===== src/tpc_pkg.sv =====
// Shared constants for the indirect table port and its host sequencer
package tpc_pkg;
	// Device register offsets on the device bus
	localparam logic [7:0] TPC_REG_CFG = 8'h6c;
	localparam logic [7:0] TPC_REG_STATUS = 8'h6d;
	localparam logic [7:0] TPC_REG_ADDR_CTRL = 8'h6e;
	localparam logic [7:0] TPC_REG_DATA = 8'h6f;

	// Reset values
	localparam logic [7:0] TPC_CFG_RST = 8'h00;
	localparam logic [7:0] TPC_ADDR_CTRL_RST = 8'h00;
	localparam logic [7:0] TPC_DATA_RST = 8'h00;

	// Field positions
	localparam int TPC_BUSY_BIT = 7;
	localparam int TPC_RNW_BIT = 7;
	localparam int TPC_CFG_PER_CHANNEL_ENABLE_BIT = 0;
	localparam int TPC_CFG_IND_BIT = 1;
	localparam logic [7:0] TPC_CFG_MASK = 8'h07;

	// Per-channel conditioning byte layout
	localparam int TPC_PCM_INVERT = 7;
	localparam int TPC_PCM_IDLE = 6;
	localparam int TPC_PCM_MW = 5;
	localparam int TPC_PCM_SIGN = 4;
	localparam int TPC_PCM_TEST = 3;
	localparam int TPC_PCM_LOOP = 2;
	localparam int TPC_PCM_ZS_HI = 1;
	localparam int TPC_PCM_ZS_LO = 0;

	// Table groups, selected by internal address bits 6:5
	localparam logic [1:0] TPC_GRP_PCM = 2'h1;
	localparam logic [1:0] TPC_GRP_IDLE = 2'h2;
	localparam logic [1:0] TPC_GRP_SIG = 2'h3;
	localparam int TPC_CHANNELS = 32;

	// Access timing
	localparam int TPC_CLK_NS = 10;
	localparam int TPC_ACCESS_NS = 640;
	localparam int TPC_ACCESS_CYC = TPC_ACCESS_NS / TPC_CLK_NS;
	localparam int TPC_HS_DIV = 4;
	localparam int TPC_SERVICE_TICKS = TPC_ACCESS_CYC / TPC_HS_DIV - 1;

	// Milliwatt byte sent MSB first; plain default value
	localparam logic [7:0] TPC_MILLIWATT_BYTE = 8'h1e;

	// Host-side Avalon offsets (byte addresses)
	localparam logic [3:0] TPC_HOST_CMD = 4'h0;
	localparam logic [3:0] TPC_HOST_CFG = 4'h4;
	localparam logic [3:0] TPC_HOST_STAT = 4'h8;
	localparam int TPC_CMD_ADDR_LSB = 8;
	localparam int TPC_CMD_RNW_BIT = 15;
	localparam int TPC_STAT_DATA_LSB = 8;
endpackage


===== src/tpc_bus_if.sv =====
`timescale 1ns/1ps
`default_nettype none
// Byte-wide register bus between the host sequencer and the device
interface tpc_bus_if;
	logic [7:0] addr;
	logic wr;
	logic rd;
	logic [7:0] wdata;
	logic [7:0] rdata;
	modport dev(input addr, input wr, input rd, input wdata, output rdata);
	modport host(output addr, output wr, output rd, output wdata, input rdata);
endinterface
`default_nettype wire


===== src/tpc_dev.sv =====
// How it works
// - Busy stays high while access is serviced
// - Busy clears on a high-speed clock tick
// - Host polls busy low before next access
// - Each access finishes within 640 ns
// - Address/control write starts one access cycle
// - Top bit one reads, zero writes
// - Data buffer supplies writes, receives reads
// - Host loads data before write address
// - Read data lands in buffer within 640 ns
// - Tables at 20H, 40H, 60H, 32 each
// - Entry index equals timeslot or channel number
// - Conditioning byte field order from bit 7
// - T1 full inversion inverts whole channel
// - T1 idle bit substitutes stored idle code
// - Fractional mode gates backplane clock per channel
// - T1 sign inversion flips only the MSB
// - Both inversions give magnitude inversion
// - T1 milliwatt bit substitutes milliwatt pattern
// - Priority loopback, milliwatt, test, idle, inversion
// - Per-channel bytes used only when enabled
// - Software sets indirect enable after reset
//
// Register access over Avalon-MM was chosen for this implementation.
`timescale 1ns/1ps
`default_nettype none
module tpc_dev
	import tpc_pkg::*;
(
	input wire logic clk_i,
	input wire logic rst_n_i,
	tpc_bus_if.dev bus,
	input wire logic bit_tick_i,
	input wire logic [4:0] channel_i,
	input wire logic [2:0] bit_idx_i,
	input wire logic t1_mode_i,
	input wire logic fractional_channel_mode_i,
	input wire logic test_overwrite_i,
	input wire logic backplane_tx_pcm_in_i,
	input wire logic loop_bit_i,
	input wire logic test_bit_i,
	output logic pcm_out_o,
	output logic backplane_tx_clock_o,
	output logic per_channel_enable_o,
	output logic [1:0] zero_suppress_sel_o,
	output logic test_select_o,
	output logic [7:0] sig_ctrl_o
);
	logic [7:0] cfg;
	logic [7:0] addr_ctrl;
	logic [7:0] data_buf;
	logic [7:0] rdata;
	logic busy;
	logic [1:0] hs_cnt;
	logic hs_tick;
	logic [3:0] svc_cnt;
	logic start;
	logic done;
	logic [7:0] pcm_tab [TPC_CHANNELS];
	logic [7:0] idle_tab [TPC_CHANNELS];
	logic [7:0] sig_tab [TPC_CHANNELS];
	logic [7:0] cur_pcm;
	logic [7:0] cur_idle;
	logic per_channel_enable;
	logic ind_en;
	logic msb_slot;
	logic inv_bit;
	logic next_pcm;
	logic next_clk;

	// Fetch one table byte; group from bits 6:5, entry from bits 4:0
	function automatic logic [7:0] tab_read(input logic [6:0] a, input logic [7:0] p,
			input logic [7:0] i, input logic [7:0] s);
		logic [7:0] r;
		r = 8'h00;
		case (a[6:5])
			TPC_GRP_PCM: r = p;
			TPC_GRP_IDLE: r = i;
			TPC_GRP_SIG: r = s;
			default: r = 8'h00;
		endcase
		return r;
	endfunction

	// Host bus write decode
	function automatic logic bus_hit(input logic wr, input logic [7:0] a,
			input logic [7:0] off);
		return wr && (a == off);
	endfunction

	assign per_channel_enable = cfg[TPC_CFG_PER_CHANNEL_ENABLE_BIT];
	assign ind_en = cfg[TPC_CFG_IND_BIT];

	// Start only with indirect mode on, a table address and no access in flight
	assign start = bus_hit(bus.wr, bus.addr, TPC_REG_ADDR_CTRL) && !busy && ind_en
		&& (bus.wdata[6:5] != 2'h0);
	assign done = busy && hs_tick && (svc_cnt == 4'(TPC_SERVICE_TICKS - 1));

	// Internal high-speed clock as an enable from a divider
	assign hs_tick = (hs_cnt == 2'(TPC_HS_DIV - 1));
	always_ff @(posedge clk_i) begin
		if (!rst_n_i) begin
			hs_cnt <= 2'h0;
		end else if (hs_tick) begin
			hs_cnt <= 2'h0;
		end else begin
			hs_cnt <= hs_cnt + 2'h1;
		end
	end

	// Busy rises at the accepting edge and falls on a tick when serviced
	always_ff @(posedge clk_i) begin
		if (!rst_n_i) begin
			busy <= 1'b0;
			svc_cnt <= 4'h0;
		end else if (start) begin
			busy <= 1'b1;
			svc_cnt <= 4'h0;
		end else if (done) begin
			busy <= 1'b0;
			svc_cnt <= 4'h0;
		end else if (busy && hs_tick) begin
			svc_cnt <= svc_cnt + 4'h1;
		end
	end

	// Configuration; reserved upper bits read zero
	always_ff @(posedge clk_i) begin
		if (!rst_n_i) begin
			cfg <= TPC_CFG_RST;
		end else if (bus_hit(bus.wr, bus.addr, TPC_REG_CFG)) begin
			cfg <= bus.wdata & TPC_CFG_MASK;
		end
	end

	// Address is frozen while busy so a stray write cannot retarget it
	always_ff @(posedge clk_i) begin
		if (!rst_n_i) begin
			addr_ctrl <= TPC_ADDR_CTRL_RST;
		end else if (bus_hit(bus.wr, bus.addr, TPC_REG_ADDR_CTRL) && !busy) begin
			addr_ctrl <= bus.wdata;
		end
	end

	// Completed read wins over a host write to the buffer
	always_ff @(posedge clk_i) begin
		if (!rst_n_i) begin
			data_buf <= TPC_DATA_RST;
		end else if (done && addr_ctrl[TPC_RNW_BIT]) begin
			data_buf <= tab_read(addr_ctrl[6:0], pcm_tab[addr_ctrl[4:0]],
				idle_tab[addr_ctrl[4:0]], sig_tab[addr_ctrl[4:0]]);
		end else if (bus_hit(bus.wr, bus.addr, TPC_REG_DATA)) begin
			data_buf <= bus.wdata;
		end
	end

	// Tables have no reset; contents stay undefined until written
	always_ff @(posedge clk_i) begin
		if (done && !addr_ctrl[TPC_RNW_BIT]) begin
			case (addr_ctrl[6:5])
				TPC_GRP_PCM: pcm_tab[addr_ctrl[4:0]] <= data_buf;
				TPC_GRP_IDLE: idle_tab[addr_ctrl[4:0]] <= data_buf;
				TPC_GRP_SIG: sig_tab[addr_ctrl[4:0]] <= data_buf;
				default: ;
			endcase
		end
	end

	// Register read port, answer one cycle after the strobe
	always_ff @(posedge clk_i) begin
		if (!rst_n_i) begin
			rdata <= 8'h00;
		end else if (bus.rd) begin
			case (bus.addr)
				TPC_REG_CFG: rdata <= cfg;
				TPC_REG_STATUS: rdata <= {busy, 7'h00};
				TPC_REG_ADDR_CTRL: rdata <= addr_ctrl;
				TPC_REG_DATA: rdata <= data_buf;
				default: rdata <= 8'h00;
			endcase
		end
	end
	assign bus.rdata = rdata;

	// Current channel's bytes
	assign cur_pcm = pcm_tab[channel_i];
	assign cur_idle = idle_tab[channel_i];
	assign msb_slot = (bit_idx_i == 3'h0);

	// MSB flips on exactly one inversion bit, the others follow full inversion
	assign inv_bit = msb_slot ? (cur_pcm[TPC_PCM_INVERT] ^ cur_pcm[TPC_PCM_SIGN])
		: cur_pcm[TPC_PCM_INVERT];

	// Bit selection by priority; T1-only functions drop out in E1
	always_comb begin
		next_pcm = backplane_tx_pcm_in_i;
		if (!per_channel_enable) begin
			next_pcm = backplane_tx_pcm_in_i;
		end else if (cur_pcm[TPC_PCM_LOOP]) begin
			next_pcm = loop_bit_i;
		end else if (t1_mode_i && cur_pcm[TPC_PCM_MW]) begin
			next_pcm = TPC_MILLIWATT_BYTE[~bit_idx_i];
		end else if (cur_pcm[TPC_PCM_TEST] && test_overwrite_i) begin
			next_pcm = test_bit_i;
		end else if (t1_mode_i && cur_pcm[TPC_PCM_IDLE]) begin
			next_pcm = cur_idle[~bit_idx_i];
		end else if (t1_mode_i) begin
			next_pcm = backplane_tx_pcm_in_i ^ inv_bit;
		end
	end

	// Clock gating ignores the priority order: idle bit alone decides
	assign next_clk = bit_tick_i && !(fractional_channel_mode_i && per_channel_enable
		&& cur_pcm[TPC_PCM_IDLE]);

	// Output bit and clock pulse, one cycle after the bit tick
	always_ff @(posedge clk_i) begin
		if (!rst_n_i) begin
			pcm_out_o <= 1'b0;
			backplane_tx_clock_o <= 1'b0;
		end else begin
			backplane_tx_clock_o <= next_clk;
			if (bit_tick_i) begin
				pcm_out_o <= next_pcm;
			end
		end
	end

	// Bytes handed on to the transmitter only while enabled
	always_ff @(posedge clk_i) begin
		if (!rst_n_i) begin
			per_channel_enable_o <= 1'b0;
			zero_suppress_sel_o <= 2'h0;
			test_select_o <= 1'b0;
			sig_ctrl_o <= 8'h00;
		end else if (per_channel_enable) begin
			per_channel_enable_o <= 1'b1;
			zero_suppress_sel_o <= {cur_pcm[TPC_PCM_ZS_HI], cur_pcm[TPC_PCM_ZS_LO]};
			test_select_o <= cur_pcm[TPC_PCM_TEST];
			sig_ctrl_o <= sig_tab[channel_i];
		end else begin
			per_channel_enable_o <= 1'b0;
			zero_suppress_sel_o <= 2'h0;
			test_select_o <= 1'b0;
			sig_ctrl_o <= 8'h00;
		end
	end
endmodule
`default_nettype wire


===== src/flat_wrapper.sv =====
// flat-port wrapper written by rule: the top's interface ports become plain ports
module tpc_dev_flat import tpc_pkg::*;
  (clk_i, rst_n_i, bit_tick_i, channel_i, bit_idx_i, t1_mode_i, fractional_channel_mode_i, test_overwrite_i, backplane_tx_pcm_in_i, loop_bit_i, test_bit_i, pcm_out_o, backplane_tx_clock_o, per_channel_enable_o, zero_suppress_sel_o, test_select_o, sig_ctrl_o, bus_addr, bus_wr, bus_rd, bus_wdata, bus_rdata);
  tpc_bus_if bus_i ();
  input wire logic clk_i;
  input wire logic rst_n_i;
  input wire logic bit_tick_i;
  input wire logic [4:0] channel_i;
  input wire logic [2:0] bit_idx_i;
  input wire logic t1_mode_i;
  input wire logic fractional_channel_mode_i;
  input wire logic test_overwrite_i;
  input wire logic backplane_tx_pcm_in_i;
  input wire logic loop_bit_i;
  input wire logic test_bit_i;
  output logic pcm_out_o;
  output logic backplane_tx_clock_o;
  output logic per_channel_enable_o;
  output logic [1:0] zero_suppress_sel_o;
  output logic test_select_o;
  output logic [7:0] sig_ctrl_o;
  input wire logic [$bits(bus_i.addr)-1:0] bus_addr;
  input wire logic [$bits(bus_i.wr)-1:0] bus_wr;
  input wire logic [$bits(bus_i.rd)-1:0] bus_rd;
  input wire logic [$bits(bus_i.wdata)-1:0] bus_wdata;
  output wire logic [$bits(bus_i.rdata)-1:0] bus_rdata;
  assign bus_i.addr = bus_addr;
  assign bus_i.wr = bus_wr;
  assign bus_i.rd = bus_rd;
  assign bus_i.wdata = bus_wdata;
  assign bus_rdata = bus_i.rdata;
  tpc_dev u_core (.clk_i(clk_i), .rst_n_i(rst_n_i), .bus(bus_i), .bit_tick_i(bit_tick_i), .channel_i(channel_i), .bit_idx_i(bit_idx_i), .t1_mode_i(t1_mode_i), .fractional_channel_mode_i(fractional_channel_mode_i), .test_overwrite_i(test_overwrite_i), .backplane_tx_pcm_in_i(backplane_tx_pcm_in_i), .loop_bit_i(loop_bit_i), .test_bit_i(test_bit_i), .pcm_out_o(pcm_out_o), .backplane_tx_clock_o(backplane_tx_clock_o), .per_channel_enable_o(per_channel_enable_o), .zero_suppress_sel_o(zero_suppress_sel_o), .test_select_o(test_select_o), .sig_ctrl_o(sig_ctrl_o));
endmodule

===== config.mk =====
export PLATFORM = sky130hd
export DESIGN_NAME = tpc_dev_flat
export DESIGN_NICKNAME = d
export VERILOG_FILES = /design/src/tpc_pkg.sv /design/src/tpc_bus_if.sv /design/src/tpc_dev.sv /design/src/flat_wrapper.sv
export SDC_FILE = /design/constraint.sdc
export NUM_CORES = 1
export LEC_CHECK = 0
export ABC_CLOCK_PERIOD_IN_PS = 7480
export BUFFER_PORTS_ARGS = -buffer_cell sky130_fd_sc_hd__buf_2
export CORE_MARGIN = 1
export CORE_UTILIZATION = 45
export DETAILED_ROUTE_END_ITERATION = 8
export SYNTH_ARGS = -nofsm -noshare
export SYNTH_HDL_FRONTEND = slang
export SYNTH_SLANG_ARGS = --single-unit

===== constraint.sdc =====
create_clock -name clk_i -period 7.48 [get_ports clk_i]
set_clock_uncertainty 0.15 [all_clocks]
set_input_delay 0 -clock clk_i [delete_from_list [all_inputs] [get_ports clk_i]]
set_output_delay 0 -clock clk_i [all_outputs]
set_load 0.03 [all_outputs]

==> results of run 1 <==
==> cell type report <==
class,instances,area (sq um)
clock buffer,113,2410
sequential,821,24200
tap,1080,1350
timing repair buffer,158,1210
fill,6550,40700
clock inverter,48,531
multi-input combinational,920,13100
inverter,10,37.5
==> registers in the layout (all words and copies together) (netlist names), named ones only <==
name                         flops
u_core.svc_cnt                   4
u_core.pcm_tab                 256
u_core.backplane_tx_clock_o      1
u_core.cfg                       3
u_core.sig_tab                 256
u_core.busy                      1
u_core.idle_tab                256
u_core.sig_ctrl_o                8
u_core.addr_ctrl                 8
u_core.test_select_o             1
u_core.bus.rdata                 8
u_core.per_channel_enable_o      1
u_core.data_buf                  8
u_core.hs_cnt                    2
u_core.pcm_out_o                 1
u_core.zero_suppress_sel_o       2
==> worst register-to-register path, cell delays in order (launching register included) <==
cell and delay, ns:
dfxtp_4 0.88, buf_4 0.87, mux4_2 0.47, mux4_2 0.57, mux4_2 0.53, a221oi_1 0.42
a211oi_1 0.11
==> synth_stat cells (8+ instances only) <==
| cell | n |
|---|---|
| nand3_1 | 13 |
| buf_1 | 23 |
| buf_2 | 35 |
| nand2_1 | 72 |
| mux2_2 | 19 |
| clkbuf_1 | 62 |
| nor2_1 | 144 |
| nor2b_1 | 9 |
| edfxtp_1 | 768 |
| dfxtp_1 | 53 |
| mux4_2 | 463 |
| nor3_1 | 8 |
| inv_1 | 9 |
| mux2i_1 | 56 |
| a21oi_1 | 28 |
| a221oi_1 | 8 |
| a211oi_1 | 12 |
| buf_4 | 18 |
==> per-stage QoR <==
stage / std cells / util [%] / worst slack [ns] / total power [mW]
2_1_floorplan: 1896 / - / 4.43 / 5.28
3_3_place_gp: 2956 / 47.3 / 3.33 / 5.39
3_5_place_dp: 2957 / 47.3 / 3.40 / 5.39
4_1_cts: 3150 / 51.3 / 3.39 / 9.81
5_1_grt: 3150 / 51.3 / 3.29 / 10.0
6_report: 3150 / 51.3 / 3.34 / 9.76
==> worst paths after layout <==
path	to	depth (start not counted)	slack, ns	from
worst min register to register	u_core.hs_cnt[0]	1	0.29	u_core.hs_cnt[0]
worst max register to register	u_core.data_buf[0]	6	3.34	register
worst max-delay path	u_core.data_buf[0]	6	3.34	register
worst min-delay path	u_core.sig_ctrl_o[6]	4	0.09	channel_i[3]
==> power groups by stage <==
stage               Sequential (mW)  Combinational (mW)  Clock, mW
floorplan                      5.05               0.238          0
global placement               5.04               0.343          0
detailed placement             5.04               0.344          0
CTS                            4.95               0.353       4.51
global route                   4.94               0.372       4.68
finish                         4.95               0.354       4.46
==> kinds of logic after synthesis <==
family | count (synthesis)
flops | 821
buf+inv | 155
compound gates | 84
simple gates | 289
xor+xnor | 6
fa+ha+maj | 3
mux | 538
==> per-layer routing <==
metal / up-vias / global-route usage, % / part of all wire (%)
li1: 8327 / - / -
met1: 11300 / 36.8 / 40
met2: 1183 / 41.2 / 48
met3: 175 / 5.53 / 9.5
met4: 4 / 8.29 / 3.0
met5: - / 0 / 0.025
==> flow_summary.json, run 1 <==
{
  "timing.slew.headroom_pct": 22.4,
  "final_area_sq_um": 42800,
  "hpwl_um": 67800,
  "yosys.area_share.adder_pct": 0.0988,
  "pwr-share-seq_pct": 50.7,
  "path_clk_slew_ns": 0.06,
  "setup.worst_path.class": "register to register",
  "initial_core_util_pct": 45.5,
  "die_h_um": 293,
  "yosys.area.top_type": "edfxtp_1",
  "startpoint_type": "register",
  "gp_congestion": 0.870,
  "whs_ns": 0.0894,
  "synth_top_family_by_area": "multiplexers",
  "critPathMaxStageDelay_ns": 0.88,
  "ys_async_sr_fraction_pct": 0,
  "tightestPinTransition_ns": 1.16,
  "numCtsBuffers": 86,
  "yosys-top-cells-area": "edfxtp_1 61%, mux4_2 27%, dfxtp_1 2.8%",
  "leakagePower_nw": 13.3,
  "slew_violations": 0,
  "postCtsSetupBuffers": 0,
  "synth-xor-area-share_pct": 0.138,
  "layout_commonest_cell": "edfxtp_1",
  "drt_iter0_drc": 2735,
  "ant_nets": 0,
  "synth.yosys.seq_area_share_pct": 63.5,
  "worst_ep_required_time_ns": 7.83,
  "p_int_mw": 7.76,
  "crit_fanout": 57,
  "grt_max_degree": 119,
  "routed_wl_um": 110000,
  "avgViaCountPerCell": 6.68,
  "crit_chain": "buf_4 > mux4_2 > mux4_2 > mux4_2 > a221oi_1 > a211oi_1",
  "finalCriticalPeriod_ns": 4.14,
  "crit_path_end_kind": "register",
  "hold_buffers": 32,
  "crit_slowest_cell": "dfxtp_4",
  "clock_sinks": 821,
  "place_area_sq_um": 39600,
  "core_area_sq_um": 83600,
  "netlist.area_leader.share_pct": 60.7,
  "die_area_sq_um": 85600,
  "mostFrequentLayoutCells": "768 x edfxtp_1, 463 x mux4_2, 144 x nor2_1, 91 x clkbuf_16, 72 x nand2_1",
  "synthMuxAreaShare_pct": 29.5,
  "vdd_drop_max_mv": 0.178,
  "p_sw_share_pct": 20.5,
  "crit_path_frequent_cell": "mux4_2",
  "cp_top_family": "multiplexers",
  "grt.total_usage_pct": 26.2,
  "overflow": 0,
  "drv_cap": 0,
  "fmax_ghz": 0.242,
  "rsz0062_at_grt": "no",
  "cellPowerDensity_nw_per_um2": 228,
  "drcViolationCount": 0,
  "finalHoldViolCount": 0,
  "drive_gt1_share_pct": 36.3,
  "port_buffers": 56,
  "critical_path_buf_inv_count": 1,
  "timing.final.crit_share_pct": 55.3,
  "synth_cells": 1896,
  "cts_tree": "yes",
  "antenna_cells": 0,
  "pin_count": 57,
  "synthToLayoutAreaGrowth_pct": 12.7,
  "final_nets": 2035,
  "syn-num-nets": 1934,
  "htreeDepth": 3,
  "avgSynthCellArea_sq_um": 20.0,
  "arrival_ns": 4.49,
  "clockRootBuffer": "clkbuf_16",
  "num_rows": 106,
  "clock_power_share_pct": 45.7,
  "first_global_vias": 21200,
  "tns_ns": 0,
  "ys.flop_type": "edfxtp_1",
  "die_w_um": 293,
  "dr.pass1.iters": 5,
  "yosys.area_share.simple_pct": 3.35,
  "yosys_warnings": 0,
  "synth_compound_area_share_pct": 1.49,
  "switching_power_mw": 2.00,
  "wl_per_cell_um": 34.9,
  "status": "finished, final reports clean",
  "clkLatencyLatePin_ns": 0.64,
  "synth_seq_cells": 821,
  "grt_pass1_wl_um": 158000,
  "vias": 21000,
  "yosysUniqueCellTypes": 55,
  "netlist_area_sq_um": 38000,
  "clockBufferDepth": 3,
  "antenna_found_initial": 4,
  "min_path_type": "primary input to register",
  "synth_enable_flop_cells": 768,
  "comb_power_share_pct": 3.6,
  "setup_viol": 0,
  "cts-resized-gates": 0
}
No activity file was read; power rests on OpenSTA's default activity.
==> run 2: changes to the inputs <==
- ABC_CLOCK_PERIOD_IN_PS: 7480 -> 4170
- clock period: 7.48 -> 4.17 ns (I/O delays scaled with it)
==> run 2 against run 1 <==
Die area is the same. Worst setup slack lost 2.9 ns. Cell area grew 1.1%. Non-clock buffer count grew 82. Critical path type unchanged. Hold slack gained 0.029 ns. Critical path depth grew 2.
==> flow_summary.json, run 2 (synthesis gave the netlist of run 1 again) <==
{
  "status": "finished, final reports clean",
  "worst_ep_required_time_ns": 4.60,
  "grt_max_degree": 89,
  "grt_pass1_wl_um": 155000,
  "grt_use_met2_pct": 40.4,
  "gp_congestion": 0.865,
  "layout_commonest_cell": "edfxtp_1",
  "critPathMaxStageDelay_ns": 0.57,
  "min_path_type": "primary input to register",
  "fmax_ghz": 0.269,
  "slew_violations": 0,
  "p_sw_share_pct": 21.2,
  "timing.slew.headroom_pct": 2.96,
  "dr.pass1.iters": 5,
  "wl_per_cell_um": 33.3,
  "finish.utilization_pct": 51.8,
  "clock_power_share_pct": 43.6,
  "tns_ns": 0,
  "arrival_ns": 4.14,
  "first_global_vias": 21300,
  "mostFrequentLayoutCells": "768 x edfxtp_1, 463 x mux4_2, 144 x nor2_1, 141 x buf_4, 89 x clkbuf_16",
  "num_rows": 106,
  "grt.total_usage_pct": 25.5,
  "final_nets": 2118,
  "initial_core_util_pct": 45.5,
  "critical_path_buf_inv_count": 2,
  "grt-busiest-layer": "met2",
  "setup_slack_ns": 0.455,
  "numCtsBuffers": 87,
  "crit_fanout": 2,
  "drive_gt1_share_pct": 38.4,
  "core_area_sq_um": 83600,
  "overflow": 0,
  "vias": 21100,
  "reg2reg_depth": 8,
  "p_int_mw": 13.3,
  "whs_ns": 0.119,
  "die_w_um": 293,
  "place_area_sq_um": 40300,
  "die_area_sq_um": 85600,
  "pin_count": 57,
  "antenna_found_initial": 3,
  "tightestPinTransition_ns": 1.45,
  "pwr-share-seq_pct": 52.5,
  "routed_wl_um": 108000,
  "setup.worst_path.class": "register to register",
  "clockRootBuffer": "clkbuf_16",
  "hpwl_um": 69200,
  "hold_depth": 4,
  "startpoint_type": "register",
  "clkLatencyLatePin_ns": 0.65,
  "path_clk_slew_ns": 0.06,
  "path_depth": 8,
  "cp_top_family": "multiplexers",
  "cellPowerDensity_nw_per_um2": 390,
  "die_h_um": 293,
  "crit_path_end_kind": "register",
  "avgViaCountPerCell": 6.52,
  "met1_usage_pct": 36.2,
  "final_area_sq_um": 43300,
  "rsz0062_at_grt": "no",
  "ant_nets": 0,
  "vdd_drop_max_mv": 0.285,
  "cts_tree": "yes",
  "globalRouteMet3Util_pct": 4.73,
  "comb_power_share_pct": 3.8,
  "drcViolationCount": 0,
  "crit_chain": "mux4_2 > mux4_2 > mux2i_1 > nand2b_1 > o211ai_1 > dlygate4sd3_1 > o21ai_1 > dlygate4sd3_1",
  "synthToLayoutAreaGrowth_pct": 13.9,
  "switching_power_mw": 3.58,
  "htreeDepth": 3,
  "setup_viol": 0,
  "postCtsSetupBuffers": 0,
  "leakagePower_nw": 13.6,
  "clock_sinks": 821,
  "crit_slowest_cell": "dlygate4sd3_1",
  "port_buffers": 56,
  "clockBufferDepth": 3,
  "timing.final.crit_share_pct": 89.1,
  "finalCriticalPeriod_ns": 3.71,
  "pre_cts_ws_ns": 0.716,
  "drt_iter0_drc": 2393,
  "drv_cap": 0,
  "finalHoldViolCount": 0
}
==> run 2: cell types whose count changed in the layout (fill, tap and decap cells not counted), sizes merged, moves of 2 or more <==
cell	delta
bufinv	-8
clkbuf	-2
clkinv	+7
buf	+82
==> run 2: final timing paths <==
| path | from | to | slack, ns |
|---|---|---|---|
| worst min-delay path | bus_wdata[1] | u_core.addr_ctrl[1] | 0.12 |
| worst max-delay path | u_core.pcm_tab[27][3] | u_core.pcm_out_o | 0.46 |
| worst max register to register | u_core.pcm_tab[27][3] | u_core.pcm_out_o | 0.46 |
| worst min register to register | u_core.hs_cnt[0] | u_core.hs_cnt[0] | 0.28 |
==> run 2: area by class of cell <==
| cell class | count | area (sq um) |
|---|---|---|
| multi-input cells | 920 | 13100 |
| diodes | 1 | 2.50 |
| repair buffers | 240 | 1920 |
| flip-flops and latches | 821 | 24200 |
| clock inverters | 49 | 372 |
| clock buffers | 111 | 2320 |
| well taps | 1080 | 1350 |
| inverters | 10 | 37.5 |
| fillers | 6553 | 40300 |
==> run 2: through the flow <==
| step | power (mW) | instances |
|---|---|---|
| 3_5_place_dp | 9.68 | 3039 |
| 2_1_floorplan | 9.48 | 1896 |
| 5_1_grt | 17.3 | 3231 |
| 3_3_place_gp | 9.68 | 3039 |
| 6_report | 16.9 | 3232 |
| 4_1_cts | 17.0 | 3231 |
==> run 2: what timing repair did <==
item	CTS	global route
resized for setup	0	0
endpoints found under the hold margin	51	0
hold buffers	32	0
setup endpoints to repair	0	0
==> run 2: power groups by stage <==
stage / combinational (mW) / sequential, mW / clock [mW]
after floorplan: 0.427 / 9.05 / 0
after global placement: 0.627 / 9.05 / 0
after detailed placement: 0.631 / 9.05 / 0
after CTS: 0.647 / 8.87 / 7.50
after global routing: 0.680 / 8.87 / 7.79
final: 0.646 / 8.87 / 7.37
==> run 2: tightest hold or removal path, cell delays in order <==
cell           delay [ns]
dlygate4sd3_1        0.52
buf_2                0.15
mux2i_1              0.08
nor2_1               0.12
==> run 2: metal layers <==
layer | wire length (um) | vias to the layer above
li1 | - | 8484
met1 | 43700 | 11400
met2 | 51800 | 1069
met3 | 9250 | 152
met4 | 2810 | 2
met5 | 13 | -
